### config.mk
export PLATFORM = sky130hd
export DESIGN_NAME = dcc_channel_control
export DESIGN_NICKNAME = d
export VERILOG_FILES = /design/src/rtl/dcc_pkg.sv /design/src/rtl/dcc_channel_control.sv
export SDC_FILE = /design/constraint.sdc
export NUM_CORES = 1
export LEC_CHECK = 0
export ABC_CLOCK_PERIOD_IN_PS = 2370
export BUFFER_PORTS_ARGS = -buffer_cell sky130_fd_sc_hd__clkbuf_2
export CAP_MARGIN = 20
export CORE_ASPECT_RATIO = 1.2
export CORE_MARGIN = 2
export CORE_UTILIZATION = 54
export DETAILED_ROUTE_END_ITERATION = 12
export HOLD_SLACK_MARGIN = 0.1
export PLACE_DENSITY = 0.81
export SETUP_SLACK_MARGIN = 0.15
export SLEW_MARGIN = 25
export SYNTH_ARGS = -nofsm -noshare
export SYNTH_HDL_FRONTEND = slang
export SYNTH_SLANG_ARGS = --single-unit
### constraint.sdc
create_clock -name clk -period 2.37 [get_ports clk]
set_input_delay 0.3555 -clock clk [delete_from_list [all_inputs] [get_ports clk]]
set_output_delay 0.3555 -clock clk [all_outputs]
set_load 0.05 [all_outputs]
### src/rtl/dcc_pkg.sv
package dcc_pkg;

  // register map, byte addresses on the AXI4-Lite port
  localparam int DCC_ADDR_W = 12;
  localparam logic [11:0] DCC_OFF_CH0 = 12'h000;
  localparam logic [11:0] DCC_OFF_CH1 = 12'h004;
  localparam logic [11:0] DCC_OFF_CH2 = 12'h008;
  localparam logic [11:0] DCC_OFF_CH3 = 12'h00C;
  localparam logic [11:0] DCC_OFF_LAST = DCC_OFF_CH3;
  localparam logic [31:0] DCC_CTRL_RESET = 32'h00000000;

  // field positions in a channel control register
  localparam int DCC_BIT_DE = 0;
  localparam int DCC_BIT_TE = 1;
  localparam int DCC_BIT_IE = 2;
  localparam int DCC_BIT_TS = 3;
  localparam int DCC_BIT_TM = 5;
  localparam int DCC_BIT_DS = 6;
  localparam int DCC_BIT_RS = 8;
  localparam int DCC_BIT_SM = 12;
  localparam int DCC_BIT_DM = 14;
  localparam int DCC_BIT_AL = 16;
  localparam int DCC_BIT_AM = 17;
  localparam int DCC_BIT_RL = 18;
  localparam int DCC_BIT_RO = 19;
  localparam int DCC_BIT_DI = 20;

  // writable bits; the flag bit is handled apart
  localparam logic [31:0] DCC_MASK_COMMON = 32'h0000FF3D;
  localparam logic [31:0] DCC_MASK_EXT = 32'h00070040;
  localparam logic [31:0] DCC_MASK_CH2 = 32'h00080000;
  localparam logic [31:0] DCC_MASK_CH3 = 32'h00100000;

  // request source codes
  localparam logic [3:0] DCC_RS_EXT_DUAL = 4'h0;
  localparam logic [3:0] DCC_RS_EXT_TO_DEV = 4'h2;
  localparam logic [3:0] DCC_RS_DEV_TO_MEM = 4'h3;
  localparam logic [3:0] DCC_RS_AUTO = 4'h4;
  localparam logic [3:0] DCC_RS_PERIPH0 = 4'h6;
  localparam int DCC_NUM_PERIPH = 10;

  // address step codes and sizes
  localparam logic [1:0] DCC_STEP_FIXED = 2'h0;
  localparam logic [1:0] DCC_STEP_INC = 2'h1;
  localparam logic [1:0] DCC_STEP_DEC = 2'h2;
  localparam logic [1:0] DCC_SIZE_BYTE = 2'h0;
  localparam logic [1:0] DCC_SIZE_WORD = 2'h1;
  localparam logic [1:0] DCC_SIZE_LONG = 2'h2;
  localparam logic [7:0] DCC_DELTA_BYTE = 8'h01;
  localparam logic [7:0] DCC_DELTA_WORD = 8'h02;
  localparam logic [7:0] DCC_DELTA_LONG = 8'h04;

  // bus responses
  localparam logic [1:0] DCC_RESP_OKAY = 2'h0;
  localparam logic [1:0] DCC_RESP_SLVERR = 2'h2;

endpackage
### src/rtl/dcc_channel_control.sv
`timescale 1ns/1ps

// Function
// (RULE1) request-taken output of ch0/1: high active if level field 0, low if 1
// (RULE2) dual mode: ack on read or write cycle by mode field; single mode always
// (RULE3) ack, polarity, notify level, sampling fields only on ch0/1; else read 0
// (RULE4) ack output of ch0/1 high active if polarity field 0, low if 1
// (RULE5) destination step: fixed, increment or decrement by unit size; 11 prohibited
// (RULE6) source step: fixed, increment or decrement by unit size; 11 prohibited
// (RULE7) both steps ignored for single mode device-to-memory transfers
// (RULE8) ch3 indirect: source pointer steps by 4 or 0 regardless of unit size; the code also steps by -4 for the decrement code
// (RULE9) request source codes: external dual, single both ways, auto; 1 and 5 prohibited
// (RULE10) codes 6..15 select timer, conversion and serial port events in order
// (RULE11) external request codes honoured only on channels 0 and 1
// (RULE12) external request sampled by low level or falling edge per sampling field
// (RULE13) bus mode field selects cycle steal or burst
// (RULE14) unit size field: byte, word, longword; 11 prohibited
// (RULE15) completion interrupt raised only when its enable field is 1
// (RULE16) transfer-end flag set when the programmed count completes
// (RULE17) early stop by NMI, address error or enable clear leaves flag at 0
// (RULE18) no transfers while the transfer-end flag is 1
// (RULE19) flag cleared only by 0 write after reading 1, reset or standby
// (RULE20) auto-request starts at enable; other sources wait for a later request
// (RULE21) clearing channel enable suspends the transfer
// (RULE22) not enabled while flag set, master off, NMI or address error
// (RULE23) enabled only with both master enable and channel enable
// (RULE24) each finished unit decrements the count; count reaching zero ends it
// (RULE25) same logic for all four channels, missing fields read zero
module dcc_channel_control
  import dcc_pkg::*;
#(
  parameter int NUM_CH = 4
)
(
  input wire logic clk,
  input wire logic nrst,
  input wire logic standby,
  input wire logic masterEnable,
  input wire logic nmiSeenFlag,
  input wire logic addressErrorFlag,
  input wire logic [DCC_ADDR_W-1:0] s_axi_awaddr,
  input wire logic s_axi_awvalid,
  output logic s_axi_awready,
  input wire logic [31:0] s_axi_wdata,
  input wire logic [3:0] s_axi_wstrb,
  input wire logic s_axi_wvalid,
  output logic s_axi_wready,
  output logic [1:0] s_axi_bresp,
  output logic s_axi_bvalid,
  input wire logic s_axi_bready,
  input wire logic [DCC_ADDR_W-1:0] s_axi_araddr,
  input wire logic s_axi_arvalid,
  output logic s_axi_arready,
  output logic [31:0] s_axi_rdata,
  output logic [1:0] s_axi_rresp,
  output logic s_axi_rvalid,
  input wire logic s_axi_rready,
  input wire logic [1:0] transferRequestIn_n,
  input wire logic [DCC_NUM_PERIPH-1:0] periphEvent,
  input wire logic [NUM_CH-1:0] unitDone,
  input wire logic [NUM_CH-1:0] countLast,
  input wire logic [NUM_CH-1:0] readCycle,
  input wire logic [NUM_CH-1:0] writeCycle,
  output logic [NUM_CH-1:0] transferEnabled,
  output logic [NUM_CH-1:0] channelRequest,
  output logic [NUM_CH-1:0] countDecrement,
  output logic [NUM_CH-1:0] completionIrq,
  output logic [NUM_CH-1:0] burstMode,
  output logic [2*NUM_CH-1:0] unitSize,
  output logic [8*NUM_CH-1:0] srcStep,
  output logic [8*NUM_CH-1:0] dstStep,
  output logic srcReload,
  output logic [1:0] transferAckOut,
  output logic [1:0] requestTakenOut
);

  typedef struct packed {
    logic [31:0] ctrl;
    logic teArmed;
    logic pend;
    logic enabled;
    logic req;
    logic dec;
    logic irq;
    logic [7:0] sStep;
    logic [7:0] dStep;
  } dcc_chan_t;

  typedef struct packed {
    dcc_chan_t [NUM_CH-1:0] ch;
    logic [1:0] reqSync1;
    logic [1:0] reqSync2;
    logic [1:0] reqPrev;
    logic [1:0] ack;
    logic [1:0] taken;
    logic awSeen;
    logic [DCC_ADDR_W-1:0] awAddr;
    logic wSeen;
    logic [31:0] wData;
    logic [3:0] wStrb;
    logic bValid;
    logic [1:0] bResp;
    logic rValid;
    logic [31:0] rData;
    logic [1:0] rResp;
  } dcc_state_t;

  dcc_state_t s_q;
  dcc_state_t s_d;

  // writable bits per channel; absent fields stay zero
  function automatic logic [31:0] chanMask(input int c);
    logic [31:0] m;
    m = DCC_MASK_COMMON;
    if (c < 2)
    begin
      m = m | DCC_MASK_EXT; // RULE3
    end
    if (c == 2)
    begin
      m = m | DCC_MASK_CH2;
    end
    if (c == 3)
    begin
      m = m | DCC_MASK_CH3;
    end
    return m;
  endfunction

  // register index of an address, all ones when unmapped
  function automatic logic [2:0] regIndex(input logic [DCC_ADDR_W-1:0] a);
    logic [2:0] r;
    r = 3'h7;
    if (a[1:0] == 2'h0 && a <= DCC_OFF_LAST)
    begin
      r = {1'b0, a[3:2]};
    end
    return r;
  endfunction

  // signed address delta for a step code and unit size
  function automatic logic [7:0] stepDelta(input logic [1:0] mode, input logic [1:0] size);
    logic [7:0] n;
    logic [7:0] r;
    case (size)
      DCC_SIZE_BYTE: n = DCC_DELTA_BYTE; // RULE14
      DCC_SIZE_WORD: n = DCC_DELTA_WORD;
      DCC_SIZE_LONG: n = DCC_DELTA_LONG;
      default: n = 8'h00; // prohibited size moves nothing
    endcase
    case (mode)
      DCC_STEP_INC: r = n;
      DCC_STEP_DEC: r = 8'h00 - n;
      default: r = 8'h00; // fixed, and the prohibited code
    endcase
    return r;
  endfunction

  // whole next state in one process
  always_comb
  begin
    logic [2:0] wIdx;
    logic [2:0] rIdx;
    logic doWrite;
    logic [31:0] laneMask;
    logic [31:0] wm;
    logic [31:0] cv;
    logic [3:0] rs;
    logic [3:0] pIdx;
    logic [3:0] extLow;
    logic [3:0] extFall;
    logic en;
    logic isExt;
    logic isSingle;
    logic isPeriph;
    logic evNow;
    logic lvlReq;
    logic clrTe;
    logic setTe;
    logic ackNow;
    s_d = s_q;
    wIdx = regIndex(s_q.awAddr);
    rIdx = regIndex(s_axi_araddr);
    doWrite = s_q.awSeen && s_q.wSeen && !s_q.bValid;
    laneMask = {{8{s_q.wStrb[3]}}, {8{s_q.wStrb[2]}}, {8{s_q.wStrb[1]}}, {8{s_q.wStrb[0]}}};
    wm = 32'h00000000;
    cv = 32'h00000000;
    rs = 4'h0;
    pIdx = 4'h0;
    en = 1'b0;
    isExt = 1'b0;
    isSingle = 1'b0;
    isPeriph = 1'b0;
    evNow = 1'b0;
    lvlReq = 1'b0;
    clrTe = 1'b0;
    setTe = 1'b0;
    ackNow = 1'b0;

    // request pins: two flops, then a third stage for the edge
    s_d.reqSync1 = transferRequestIn_n;
    s_d.reqSync2 = s_q.reqSync1;
    s_d.reqPrev = s_q.reqSync2;
    extLow = {2'b00, ~s_q.reqSync2};
    extFall = {2'b00, ~s_q.reqSync2 & s_q.reqPrev};

    // write channels: address and data taken in either order
    if (s_axi_awvalid && !s_q.awSeen && !s_q.bValid)
    begin
      s_d.awSeen = 1'b1;
      s_d.awAddr = s_axi_awaddr;
    end
    if (s_axi_wvalid && !s_q.wSeen && !s_q.bValid)
    begin
      s_d.wSeen = 1'b1;
      s_d.wData = s_axi_wdata;
      s_d.wStrb = s_axi_wstrb;
    end
    if (doWrite)
    begin
      s_d.awSeen = 1'b0;
      s_d.wSeen = 1'b0;
      s_d.bValid = 1'b1;
      s_d.bResp = (wIdx[2]) ? DCC_RESP_SLVERR : DCC_RESP_OKAY;
    end
    else if (s_q.bValid && s_axi_bready)
    begin
      s_d.bValid = 1'b0;
    end

    // read channel: data one cycle after the address is taken
    if (s_axi_arvalid && !s_q.rValid)
    begin
      s_d.rValid = 1'b1;
      s_d.rData = 32'h00000000;
      s_d.rResp = (rIdx[2]) ? DCC_RESP_SLVERR : DCC_RESP_OKAY;
    end
    else if (s_q.rValid && s_axi_rready)
    begin
      s_d.rValid = 1'b0;
    end

    for (int c = 0; c < NUM_CH; c++)
    begin
      cv = s_q.ch[c].ctrl;

      // software write through byte lanes and the channel's field mask
      clrTe = 1'b0;
      if (doWrite && wIdx == 3'(c))
      begin
        wm = chanMask(c) & laneMask;
        s_d.ch[c].ctrl = (cv & ~wm) | (s_q.wData & wm); // RULE3 RULE25
        clrTe = s_q.ch[c].teArmed && s_q.wStrb[0] && !s_q.wData[DCC_BIT_TE]; // RULE19
        s_d.ch[c].teArmed = 1'b0;
      end

      // a read that sees the flag set arms the next 0 write; it beats a same-cycle disarm
      if (s_axi_arvalid && !s_q.rValid && rIdx == 3'(c))
      begin
        s_d.rData = cv;
        if (cv[DCC_BIT_TE])
        begin
          s_d.ch[c].teArmed = 1'b1; // RULE19
        end
      end
      // enable gate from the current settings
      en = cv[DCC_BIT_DE] && !cv[DCC_BIT_TE] && masterEnable // RULE18 RULE23
        && !nmiSeenFlag && !addressErrorFlag; // RULE22
      rs = cv[DCC_BIT_RS +: 4];
      isExt = (c < 2) && (rs == DCC_RS_EXT_DUAL || rs == DCC_RS_EXT_TO_DEV // RULE9 RULE11
        || rs == DCC_RS_DEV_TO_MEM);
      isSingle = isExt && (rs != DCC_RS_EXT_DUAL);
      isPeriph = (rs >= DCC_RS_PERIPH0); // RULE10
      pIdx = rs - DCC_RS_PERIPH0;

      // edge-type events are held until a unit finishes
      if (isPeriph)
      begin
        evNow = periphEvent[pIdx]; // RULE10
      end
      else
      begin
        evNow = isExt && cv[DCC_BIT_DS] && extFall[c]; // RULE12
      end
      lvlReq = isExt && !cv[DCC_BIT_DS] && extLow[c]; // RULE12

      // a request seen before enable is dropped, so only later ones count
      if (!en)
      begin
        s_d.ch[c].pend = 1'b0; // RULE20 RULE21
      end
      else if (evNow)
      begin
        s_d.ch[c].pend = 1'b1;
      end
      else if (unitDone[c])
      begin
        s_d.ch[c].pend = 1'b0;
      end
      s_d.ch[c].enabled = en;
      s_d.ch[c].req = en && ((rs == DCC_RS_AUTO) || s_q.ch[c].pend || lvlReq); // RULE20

      // completion: only a normal end reaches the flag; set beats clear
      setTe = en && unitDone[c] && countLast[c]; // RULE16 RULE17 RULE24
      if (setTe)
      begin
        s_d.ch[c].ctrl[DCC_BIT_TE] = 1'b1; // RULE16
      end
      else if (clrTe)
      begin
        s_d.ch[c].ctrl[DCC_BIT_TE] = 1'b0; // RULE19
      end
      s_d.ch[c].dec = en && unitDone[c]; // RULE24
      s_d.ch[c].irq = s_d.ch[c].ctrl[DCC_BIT_TE] && cv[DCC_BIT_IE]; // RULE15

      // address steps for the sequencer
      if (isExt && rs == DCC_RS_DEV_TO_MEM)
      begin
        s_d.ch[c].sStep = 8'h00; // RULE7
        s_d.ch[c].dStep = 8'h00; // RULE7
      end
      else
      begin
        s_d.ch[c].dStep = stepDelta(cv[DCC_BIT_DM +: 2], cv[DCC_BIT_TS +: 2]); // RULE5
        if (cv[DCC_BIT_DI])
        begin
          s_d.ch[c].sStep = stepDelta(cv[DCC_BIT_SM +: 2], DCC_SIZE_LONG); // RULE8
        end
        else
        begin
          s_d.ch[c].sStep = stepDelta(cv[DCC_BIT_SM +: 2], cv[DCC_BIT_TS +: 2]); // RULE6
        end
      end

      // pin outputs of the external channels, polarity applied last
      if (c < 2)
      begin
        if (isSingle)
        begin
          ackNow = en && (readCycle[c] || writeCycle[c]); // RULE2
        end
        else if (cv[DCC_BIT_AM])
        begin
          ackNow = en && isExt && writeCycle[c]; // RULE2
        end
        else
        begin
          ackNow = en && isExt && readCycle[c]; // RULE2
        end
        s_d.ack[c[0]] = ackNow ^ cv[DCC_BIT_AL]; // RULE4
        s_d.taken[c[0]] = (en && (evNow || lvlReq)) ^ cv[DCC_BIT_RL]; // RULE1
      end
    end
  end

  // single register stage; standby clears like power-on
  always_ff @(posedge clk)
  begin
    if (!nrst || standby)
    begin
      s_q <= '0; // RULE19
      {s_q.reqSync1, s_q.reqSync2, s_q.reqPrev} <= 6'h3F; // pins idle high: no false request
    end
    else
    begin
      s_q <= s_d;
    end
  end

  // ready outputs are combinational, valid and data outputs registered
  assign s_axi_awready = !s_q.awSeen && !s_q.bValid;
  assign s_axi_wready = !s_q.wSeen && !s_q.bValid;
  assign s_axi_bvalid = s_q.bValid;
  assign s_axi_bresp = s_q.bResp;
  assign s_axi_arready = !s_q.rValid;
  assign s_axi_rvalid = s_q.rValid;
  assign s_axi_rdata = s_q.rData;
  assign s_axi_rresp = s_q.rResp;
  assign transferAckOut = s_q.ack;
  assign requestTakenOut = s_q.taken;
  assign srcReload = s_q.ch[2].ctrl[DCC_BIT_RO];

  // per-channel outputs
  generate
    for (genvar g = 0; g < NUM_CH; g++)
    begin : gCh
      assign transferEnabled[g] = s_q.ch[g].enabled;
      assign channelRequest[g] = s_q.ch[g].req;
      assign countDecrement[g] = s_q.ch[g].dec;
      assign completionIrq[g] = s_q.ch[g].irq;
      assign burstMode[g] = s_q.ch[g].ctrl[DCC_BIT_TM]; // RULE13
      assign unitSize[2*g +: 2] = s_q.ch[g].ctrl[DCC_BIT_TS +: 2]; // RULE14
      assign srcStep[8*g +: 8] = s_q.ch[g].sStep;
      assign dstStep[8*g +: 8] = s_q.ch[g].dStep;
    end
  endgenerate

endmodule

==> results by group, run 1 <==
Worst hold path
  • WHS Path Cells: 2
  • End point of the worst hold path: s_d[95]
  • Hold crit path type: input pin to flop
  • Hold path startpoint: transferRequestIn_n[1]

Pwr
  • Power, Total: 6800 µW
  • Static leakage: 0.00458 µW
  • PD cells: 652 nW/µm²
  • VDD IR max: 524 µV

Drt
  • Detail Route met2 WL: 11400 µm
  • DRT Pass-1 Iters: 5
  • Met3 WL: 1110 µm
  • Vias: 7410
  • Detail Route Antenna Nets: 0
  • Top layer in use: met4
  • Vias per cell: 5.48
  • Wirelength per Cell: 16.7 µm
  • Routed wire length: 22600 µm
  • Initial DRC Count: 539
  • WL met1: 9370 µm
  • DRC violations left: 0

Clock tree
  • H-tree lvl count: 4
  • Clock sinks: 199
  • Clock-pin slew on the worst setup and hold paths: 0.07 ns
  • CTS tree: yes
  • Worst-skew pair later-pin latency: 0.44 ns
  • CTS Buffer Depth: 2
  • Clk root buf: clkbuf_16
  • CTS Buf Count: 17

Worst setup path
  • CP max FO: 12
  • Critical path class: flop to flop
  • Worst EP arrival: 2.44 ns
  • RR Startpoint: s_q[83]
  • Max incr delay on CP: 0.54 ns
  • Crit. End Element: flop
  • Critical path depth: 7
  • Reg2reg path depth: 7
  • CP Data Required Time: 2.69 ns
  • Delay-heaviest family, CP: simple AND/OR/NAND/NOR gates
  • RR Endpoint: s_q[136]
  • R2R Setup Slk: 0.25 ns
  • Worst path cell trace: or4_4 -> nor4_4 -> buf_6 -> buf_4 -> and4bb_1 -> mux2i_1 -> nor2_1
  • CP max stage cell: or4_4
  • WP buf/inv: 2
  • Setup crit start kind: flop

Yosys
  • Post-synth EDFFs: 0
  • Synthesized area: 9370 µm²
  • Top FF cell, synth: dfxtp_1
  • Post-Synthesis Cells: 1036
  • Synth top area cells: dfxtp_1 (43%), buf_4 (11%), mux2i_1 (7.9%)
  • Seq/Total Area, Yosys: 42.5%
  • Top cell type's share of synthesized area: 42.5%
  • Unique masters post-synth: 65
  • Asr flop ratio synth: 0%
  • Yosys reg bits: 199
  • Mean area per synthesized cell: 9.04 µm²
  • Post-synth top cells: dfxtp_1 (199), buf_4 (135), nor2_1 (116)
  • Yosys warning count: 0
  • Biggest area consumer among synthesized cells: dfxtp_1
  • Most frequent cell after synthesis: dfxtp_1

Floorplan
  • CORE AREA: 16900 µm²
  • Core Rows: 52
  • Vert. Die Dim: 148 µm
  • Die width: 124 µm
  • Initial Util: 55.4%
  • Io pins: 237
  • Die area: 18400 µm²

Final layout
  • Reg area: 3980 µm²
  • Fin area: 10400 µm²
  • Area growth syn-to-layout: 11.4%
  • Core Util, Final: 61.7%
  • Multi-input gate area: 4100 µm²
  • Diodes inserted: 0
  • Share of layout cells above drive strength 1: 26.6%
  • Number of fill cells in the layout: 1452
  • # nets final: 1243

STA
  • Final setup viols: 0
  • Post-route setup slack: 0.247 ns
  • Setup TNS: 0 ns
  • Unrepaired setup endpoints after global routing: true
  • Period utilization: 89.6%
  • Clock skew: 0.00994 ns
  • Worst Tran Pin Value: 0.852 ns
  • Minimum clock period: 2.12 ns
  • Endpoints failing hold: 0
  • FMAX: 471 MHz
  • Max-slew violations: 0
  • Worst slew margin: 43.1%

GRT
  • First-pass GRT wire length: 35600 µm
  • GRT Residual Overflow: 0
  • Pin count of the biggest net entering global routing: 67
  • Antenna violations before repair: 0
  • Gr usage total: 24.0%
  • Vias in the first global route: 6968

Placed design
  • Port bufs: 205
  • Final HPWL DP: 16600 µm
  • Final Wtd Congestion: 0.874
  • Placed Instance Area: 9760 µm²
  • Place WS: 0.156 ns

Status
  • Status: complete, no violations

Job
  • Max-Cap Viols: 0
-- placed cells by master, fill, tap and decap left out, types with 6 or more instances in the layout --
master,instances
conb_1,14
and3_1,7
a222oi_1,17
nand3_1,9
nand3b_1,6
nor4b_1,6
nand2b_1,17
and2_1,10
clkbuf_2,205
nor2_1,116
ha_1,21
nand2_1,104
nor2b_1,9
mux2_2,8
dfxtp_1,199
mux2i_1,73
buf_4,34
o21ai_0,14
nor3b_1,7
clkbuf_16,17
a21oi_1,68
nor4_1,12
inv_1,34
a22o_1,12
nor3_1,16
-- metal layers --
layer | vias up | global-route usage, %
met2 | 277 | 42.3
met5 | - | 0
met4 | 0 | 10.8
met1 | 3503 | 29.0
li1 | 3583 | -
met3 | 47 | 3.92
-- worst max path at each step --
| stage | start | endpoint | slack (ns) |
|---|---|---|---|
| 2_1_floorplan | s_axi_bvalid | s_q[54] | 0.17 |
| 3_3_place_gp | s_q[83] | s_q[294] | 0.23 |
| 3_5_place_dp | s_q[83] | s_q[294] | 0.16 |
| 4_1_cts | s_q[83] | s_q[294] | 0.19 |
| 5_1_grt | s_q[83] | s_q[294] | 0.1 |
| 6_report | s_q[83] | s_q[136] | 0.25 |
-- sequential cells by signal (all words and copies together) (netlist names), 2 cells and up --
signal	flops
dstStep	19
countDecrement	4
channelRequest	4
srcStep	19
burstMode	4
s_d	4
transferAckOut	2
s_axi_rdata	20
transferEnabled	4
requestTakenOut	2
completionIrq	4
unitSize	8
s_q	100
-- power breakdown --
part	leakage (µW)	total (µW)	internal [µW]	switching, µW
combinational	0.00267	357	118	240
clock	0.000309	3050	1740	1310
sequential	0.00161	3390	3370	28.6
-- kinds of logic after synthesis --
group | count (synthesis) | share of synthesized area [%]
simple gates | 344 | 18.3
buf+inv | 222 | 14.4
flops | 199 | 42.5
compound gates | 157 | 11.4
mux | 87 | 10.1
fa+ha+maj | 21 | 2.80
xor+xnor | 5 | 0.468
other cells | 1 | 0.0400
-- final cells by class --
| type | instances | share of cell area [%] |
|---|---|---|
| multi-input cells | 628 | 39.3 |
| flip-flops and latches | 199 | 38.2 |
| repair buffers | 243 | 12.8 |
| clock buffers | 20 | 4.38 |
| well taps | 216 | 2.59 |
| clock inverters | 12 | 1.56 |
| inverters | 34 | 1.22 |
-- per-stage QoR --
stage / hold WS [ns] / std cells
floorplan: 0.386 / 1049
global placement: 0.391 / 1315
detailed placement: 0.396 / 1315
CTS: 0.102 / 1348
global route: 0.106 / 1352
finish: 0.107 / 1352
-- repair_timing --
item | in CTS | in global routing
resized for setup | 1 | 2
hold endpoints to repair | 1 | 0
buffers inserted | 0 | 4
setup endpoints to repair | 1 | 22
hold buffers | 1 | 0
Note: power is estimated with default switching activity, not from simulation.
==> inputs of run 2 (changes only) <==
--- a/config.mk
+++ b/config.mk
@@ -14,7 +14,7 @@
 export DETAILED_ROUTE_END_ITERATION = 12
 export HOLD_SLACK_MARGIN = 0.1
 export PLACE_DENSITY = 0.81
-export SETUP_SLACK_MARGIN = 0.15
+export SETUP_SLACK_MARGIN = 0.5
 export SLEW_MARGIN = 25
 export SYNTH_ARGS = -nofsm -noshare
 export SYNTH_HDL_FRONTEND = slang
==> results by group, run 2 (synthesis results as in run 1) <==
Floorplan
  • Die width: 124 µm (unchanged)
  • Core Rows: 52 (unchanged)
  • Vert. Die Dim: 148 µm (unchanged)
  • CORE AREA: 16900 µm² (unchanged)
  • Die area: 18400 µm² (unchanged)
  • Io pins: 237 (unchanged)
  • Initial Util: 55.4% (unchanged)

Final layout
  • Max reg flops: 100 (unchanged)
  • Most common cell after layout, fill and taps aside: clkbuf_2
  • Largest Register: s_q
  • Diodes inserted: 0 (unchanged)
  • Most frequent cells in the layout: clkbuf_2 (205), dfxtp_1 (197), nor2_1 (114), nand2_1 (104), mux2i_1 (73)
  • Number of fill cells in the layout: 1439 (-0.90%)
  • Area growth syn-to-layout: 12.0%
  • # nets final: 1244 (+0.080%)
  • Share of layout cells above drive strength 1: 27.3% (+0.73 points)
  • Reg area: 3990 µm² (about the same)
  • Multi-input gate area: 4170 µm² (+1.7%)

Placed design
  • Port bufs: 205 (unchanged)
  • Final HPWL DP: 16400 µm (-1.3%)
  • Final Wtd Congestion: 0.850 (-2.8%)

Worst setup path
  • Delay-heaviest family, CP: simple AND/OR/NAND/NOR gates
  • Setup crit start kind: flop
  • CP max FO: 12 (unchanged)
  • Crit. End Element: flop
  • CP Data Required Time: 2.68 ns (about the same)
  • CP max stage cell: or4_4
  • Max incr delay on CP: 0.54 ns (about the same)
  • Worst EP arrival: 2.46 ns (+0.02 ns)
  • Reg2reg path depth: 7 (unchanged)
  • Worst path cell trace: or4_4 -> nor4_4 -> buf_12 -> and4bb_1 -> buf_6 -> mux2i_2 -> nor2_1
  • Critical path depth: 7 (unchanged)
  • WP buf/inv: 2 (unchanged)
  • Critical path class: flop to flop

STA
  • Endpoints failing hold: 0 (unchanged)
  • Worst slew margin: 57.5% (+14 points)
  • Period utilization: 90.8% (+1.2 points)
  • Clock skew: 0.00893 ns (-0.00100 ns)
  • Final setup viols: 0 (unchanged)
  • FMAX: 465 MHz (-1.3%)
  • Max-slew violations: 0 (unchanged)
  • Minimum clock period: 2.15 ns (+0.0284 ns)
  • Setup TNS: 0 ns (unchanged)
  • Hold slack: 0.136 ns (+0.0289 ns)
  • Worst Tran Pin Value: 0.637 ns (-0.215 ns)
  • Unrepaired setup endpoints after global routing: true

Drt
  • Vias: 7404 (-0.081%)
  • DRC violations left: 0 (unchanged)
  • Routed wire length: 22400 µm (-0.82%)
  • Initial DRC Count: 625 (+16%)
  • Vias per cell: 5.48 (about the same)
  • Wirelength per Cell: 16.6 µm (-0.75%)
  • DRT Pass-1 Iters: 7 (+2)
  • Detail Route Antenna Nets: 0 (unchanged)

Job
  • Max-Cap Viols: 0 (unchanged)

Pwr
  • Internal: 5000 µW (-4.2%)
  • Flop pwr share: 51.7% (+1.8 points)
  • Clock network fraction of total power: 42.9% (-1.9 points)
  • Comb pwr share: 5.4% (about the same)
  • Power, Total: 6570 µW (-3.4%)
  • PD cells: 626 nW/µm² (-4.0%)
  • Sw frac: 23.8% (+0.61 points)
  • Static leakage: 0.00456 µW (-0.51%)
  • NetSw: 1570 µW (-0.87%)
  • VDD IR max: 575 µV (+9.9%)

Clock tree
  • Clk root buf: clkbuf_16
  • H-tree lvl count: 4 (unchanged)
  • Clock sinks: 199 (unchanged)
  • Worst-skew pair later-pin latency: 0.43 ns (about the same)
  • CTS tree: yes
  • CTS Buf Count: 17 (unchanged)
  • CTS Buffer Depth: 2 (unchanged)
  • Clock-pin slew on the worst setup and hold paths: 0.07 ns (about the same)

Worst hold path
  • WHS Path Cells: 3 (+1)
  • Hold crit path type: input pin to flop

GRT
  • First-pass GRT wire length: 35300 µm (-0.80%)
  • GRT Residual Overflow: 0 (unchanged)
  • Vias in the first global route: 7066 (+1.4%)
  • Gr usage total: 23.8% (-0.29 points)
  • Antenna violations before repair: 0 (unchanged)
  • Pin count of the biggest net entering global routing: 40 (-40%)

Status
  • Status: complete, no violations
## run 2: cell types whose count changed in the layout (fill, tap and decap cells not counted), moves of 2 or more
cell        change
buf_4           -5
buf_6           +4
clkinvlp_4      +4
clkinv_2        -3
bufinv_16       -2
dfxtp_1         -2
dfxtp_2         +2
nor2_1          -2
nor2_2          +2
o21ai_0         -2
o311ai_2        -2
o311ai_4        +2
## run 2: timing repair
item | in CTS | in global routing
pin swaps | 2 | 1
buffers inserted | 4 | 2
endpoints found under the setup margin | 71 | 76
hold buffers | 2 | 0
hold endpoints to repair | 2 | 0
gates resized for setup | 7 | 9
## run 2: metal layers
metal / track usage (%) / part of all wire (%) / wire length, µm / vias to the layer above
li1: - / - / - / 3586
met1: 29.9 / 41 / 9230 / 3469
met2: 40.4 / 49 / 11000 / 316
met3: 4.78 / 7.1 / 1580 / 33
met4: 9.04 / 2.3 / 519 / 0
met5: 0 / 0 / 0 / -
## run 2: final timing paths
path              slack [ns]        to            start
setup reg to reg        0.22  s_q[126]          s_q[83]
hold reg to reg         0.41   s_d[92]          s_d[94]
hold / removal          0.14   s_q[81]  s_axi_awaddr[6]
setup / recovery        0.22  s_q[126]          s_q[83]
## run 2: cell type report
type | count | share of cell area [%]
multi-input combinational | 628 | 39.7
sequential | 199 | 38.0
timing repair buffer | 244 | 13.1
clock buffer | 19 | 4.32
tap | 216 | 2.58
inverter | 34 | 1.22
clock inverter | 11 | 1.12
## run 2: stage by stage
stage	instance area, µm²	utilization, %	instances	setup slack, ns
finish	10500	62.0	1351	0.219
global route	10500	62.0	1351	0.126
CTS	10400	61.5	1349	0.207
detailed placement	9770	57.7	1313	0.215
global placement	9770	57.7	1313	0.268
floorplan	9450	-	1049	0.262
## run 2: power groups by stage
stage | Clock (µW) | Combinational [µW] | Sequential [µW]
6_report | 2820 | 358 | 3400
3_5_place_dp | 0 | 351 | 3470
3_3_place_gp | 0 | 346 | 3470
4_1_cts | 2860 | 356 | 3390
2_1_floorplan | 0 | 236 | 3460
5_1_grt | 3000 | 389 | 3400
## run 2: worst min-delay path: cells and delay by family
family	cells	cell delay, ns
buf+inv	1	0.08
compound gates	1	0.05
simple gates	1	0.04
==> inputs of run 3 (changes only) <==
--- a/config.mk
+++ b/config.mk
@@ -11,6 +11,7 @@
 export CORE_ASPECT_RATIO = 1.2
 export CORE_MARGIN = 2
 export CORE_UTILIZATION = 54
+export CTS_BUF_LIST = sky130_fd_sc_hd__clkbuf_16
 export DETAILED_ROUTE_END_ITERATION = 12
 export HOLD_SLACK_MARGIN = 0.1
 export PLACE_DENSITY = 0.81
==> results by group, run 3 (synthesis results as in run 1) <==
Status
  • Status: complete, no violations

Worst setup path
  • Reg2reg path depth: 7 (unchanged)
  • Crit path from: s_q[86]
  • CP max stage cell: or4_4
  • Max incr delay on CP: 0.54 ns (about the same)
  • Delay-heaviest family, CP: simple AND/OR/NAND/NOR gates
  • CP max FO: 8 (-4)
  • Setup crit end: s_q[132]
  • Setup crit start kind: flop
  • RR Endpoint: s_q[132]
  • Worst EP arrival: 2.46 ns (about the same)
  • WP buf/inv: 2 (unchanged)
  • RR Startpoint: s_q[86]
  • Worst path cell trace: or4_4 -> nor4_4 -> buf_12 -> and4bb_1 -> buf_6 -> mux2i_1 -> nor2_1
  • R2R Setup Slk: 0.23 ns (about the same)
  • Crit. End Element: flop
  • Critical path class: flop to flop
  • Critical path depth: 7 (unchanged)
  • CP Data Required Time: 2.68 ns (about the same)

Drt
  • Initial DRC Count: 641 (+2.6%)
  • Vias: 7466 (+0.84%)
  • DRT Pass-1 Iters: 7 (unchanged)
  • Wirelength per Cell: 16.6 µm (+0.30%)
  • Vias per cell: 5.51 (+0.61%)
  • DRC violations left: 0 (unchanged)
  • Detail Route Antenna Nets: 0 (unchanged)
  • Routed wire length: 22500 µm (+0.52%)

Clock tree
  • CTS Buf Count: 17 (unchanged)
  • CTS tree: yes
  • Clock sinks: 199 (unchanged)
  • Clk root buf: clkbuf_16
  • Worst-skew pair later-pin latency: 0.43 ns (about the same)
  • CTS Buffer Depth: 2 (unchanged)
  • Clock-pin slew on the worst setup and hold paths: 0.07 ns (about the same)
  • H-tree lvl count: 4 (unchanged)

STA
  • Post-route setup slack: 0.228 ns (+0.00904 ns)
  • Final setup viols: 0 (unchanged)
  • Minimum clock period: 2.14 ns (-0.00904 ns)
  • Endpoints failing hold: 0 (unchanged)
  • Unrepaired setup endpoints after global routing: true
  • Worst Tran Pin Value: 0.742 ns (+0.105 ns)
  • FMAX: 467 MHz (+0.42%)
  • Clock skew: 0.00945 ns (+0.000518 ns)
  • Max-slew violations: 0 (unchanged)
  • Setup TNS: 0 ns (unchanged)
  • Period utilization: 90.4% (-0.38 points)
  • Worst slew margin: 50.5% (-7.0 points)

Final layout
  • # nets final: 1247 (+0.24%)
  • Share of layout cells above drive strength 1: 27.8% (+0.46 points)
  • Area growth syn-to-layout: 12.6%
  • Most frequent cells in the layout: clkbuf_2 (205), dfxtp_1 (195), nor2_1 (114), nand2_1 (104), mux2i_1 (73)
  • Max reg flops: 100 (unchanged)
  • Number of fill cells in the layout: 1435 (-0.28%)
  • Most common cell after layout, fill and taps aside: clkbuf_2
  • Largest Register: s_q
  • Diodes inserted: 0 (unchanged)

Pwr
  • Power, Total: 6500 µW (-1.0%)
  • PD cells: 617 nW/µm² (-1.5%)
  • Flop pwr share: 52.2% (+0.5 points)
  • Static leakage: 0.00456 µW (about the same)
  • NetSw: 1560 µW (-0.12%)
  • Internal: 4940 µW (-1.3%)
  • Clock network fraction of total power: 42.2% (-0.7 points)
  • Sw frac: 24.0% (+0.21 points)
  • Comb pwr share: 5.5% (about the same)
  • VDD IR max: 577 µV (+0.22%)

GRT
  • Pin count of the biggest net entering global routing: 40 (unchanged)
  • GRT Residual Overflow: 0 (unchanged)
  • Vias in the first global route: 7109 (+0.61%)
  • First-pass GRT wire length: 35400 µm (+0.37%)
  • Gr usage total: 23.9% (+0.11 points)
  • Antenna violations before repair: 0 (unchanged)

Floorplan
  • Die width: 124 µm (unchanged)
  • CORE AREA: 16900 µm² (unchanged)
  • Io pins: 237 (unchanged)
  • Initial Util: 55.4% (unchanged)
  • Core Rows: 52 (unchanged)
  • Vert. Die Dim: 148 µm (unchanged)
  • Die area: 18400 µm² (unchanged)

Job
  • Max-Cap Viols: 0 (unchanged)

Placed design
  • Place WS: 0.215 ns (unchanged)
  • Port bufs: 205 (unchanged)
  • Final Wtd Congestion: 0.850 (unchanged)
  • Final HPWL DP: 16400 µm (unchanged)

Worst hold path
  • Hold crit path type: input pin to flop
-- run 3: changes by cell type in the layout (fill, tap and decap cells not counted), sizes merged --
cell,before,now
clkinv,1,3
clkbuf,224,222
buf,37,40
-- run 3: area by class of cell --
class	count	area, µm²	area share, %
Tap cell	216	270	2.56
Timing Repair Buffer	247	1400	13.3
Inverter	34	128	1.21
Sequential cell	199	3990	37.8
Multi-Input combinational cell	628	4200	39.9
Clock inverter	13	125	1.19
Clock buffer	17	425	4.03
-- run 3: worst reg2reg max path: cells and delay by family, from the launching register on --
kind | cells | cell delay, ns
muxes | 1 | 0.22
and+or+nand+nor | 4 | 1.17
DFF | 1 | 0.33
buffers and inverters | 2 | 0.30
-- run 3: what timing repair did --
action | 4_1_cts | 5_1_grt
hold buffers | 2 | 0
endpoints found under the hold margin | 2 | 0
endpoints found under the setup margin | 71 | 76
pin swaps | 2 | 9
setup buffers | 8 | 1
resized for setup | 19 | 12
-- run 3: worst min path at each step --
stage,start,to,slack (ns),cells after the start
after floorplan,s_d[94],s_d[92],0.39,1
after global placement,s_d[94],s_d[92],0.39,1
after detailed placement,s_d[94],s_d[92],0.39,1
after CTS,s_axi_awaddr[6],s_q[81],0.12,3
after global routing,s_axi_awaddr[10],s_q[85],0.12,3
final,s_axi_awaddr[11],s_q[86],0.13,3
-- run 3: power by group through the flow --
stage               clock network [µW]  logic, µW  registers, µW
detailed placement                   0        351           3470
global route                      2930        390           3400
finish                            2750        360           3400
CTS                               2790        358           3400
global placement                     0        346           3470
floorplan                            0        236           3460
-- run 3: per-layer routing --
metal	global-route usage, %	routed length (µm)
met5	0	0
met4	10.0	622
met3	4.78	1550
met2	40.5	11100
met1	29.8	9240
-- run 3: through the flow --
stage	instances	utilization, %	hold slack (ns)	cell area [µm²]
after CTS	1353	62.0	0.118	10500
after global placement	1313	57.7	0.390	9770
after detailed placement	1313	57.7	0.394	9770
final	1354	62.3	0.131	10500
after floorplan	1049	-	0.386	9450
after global routing	1354	62.3	0.123	10500
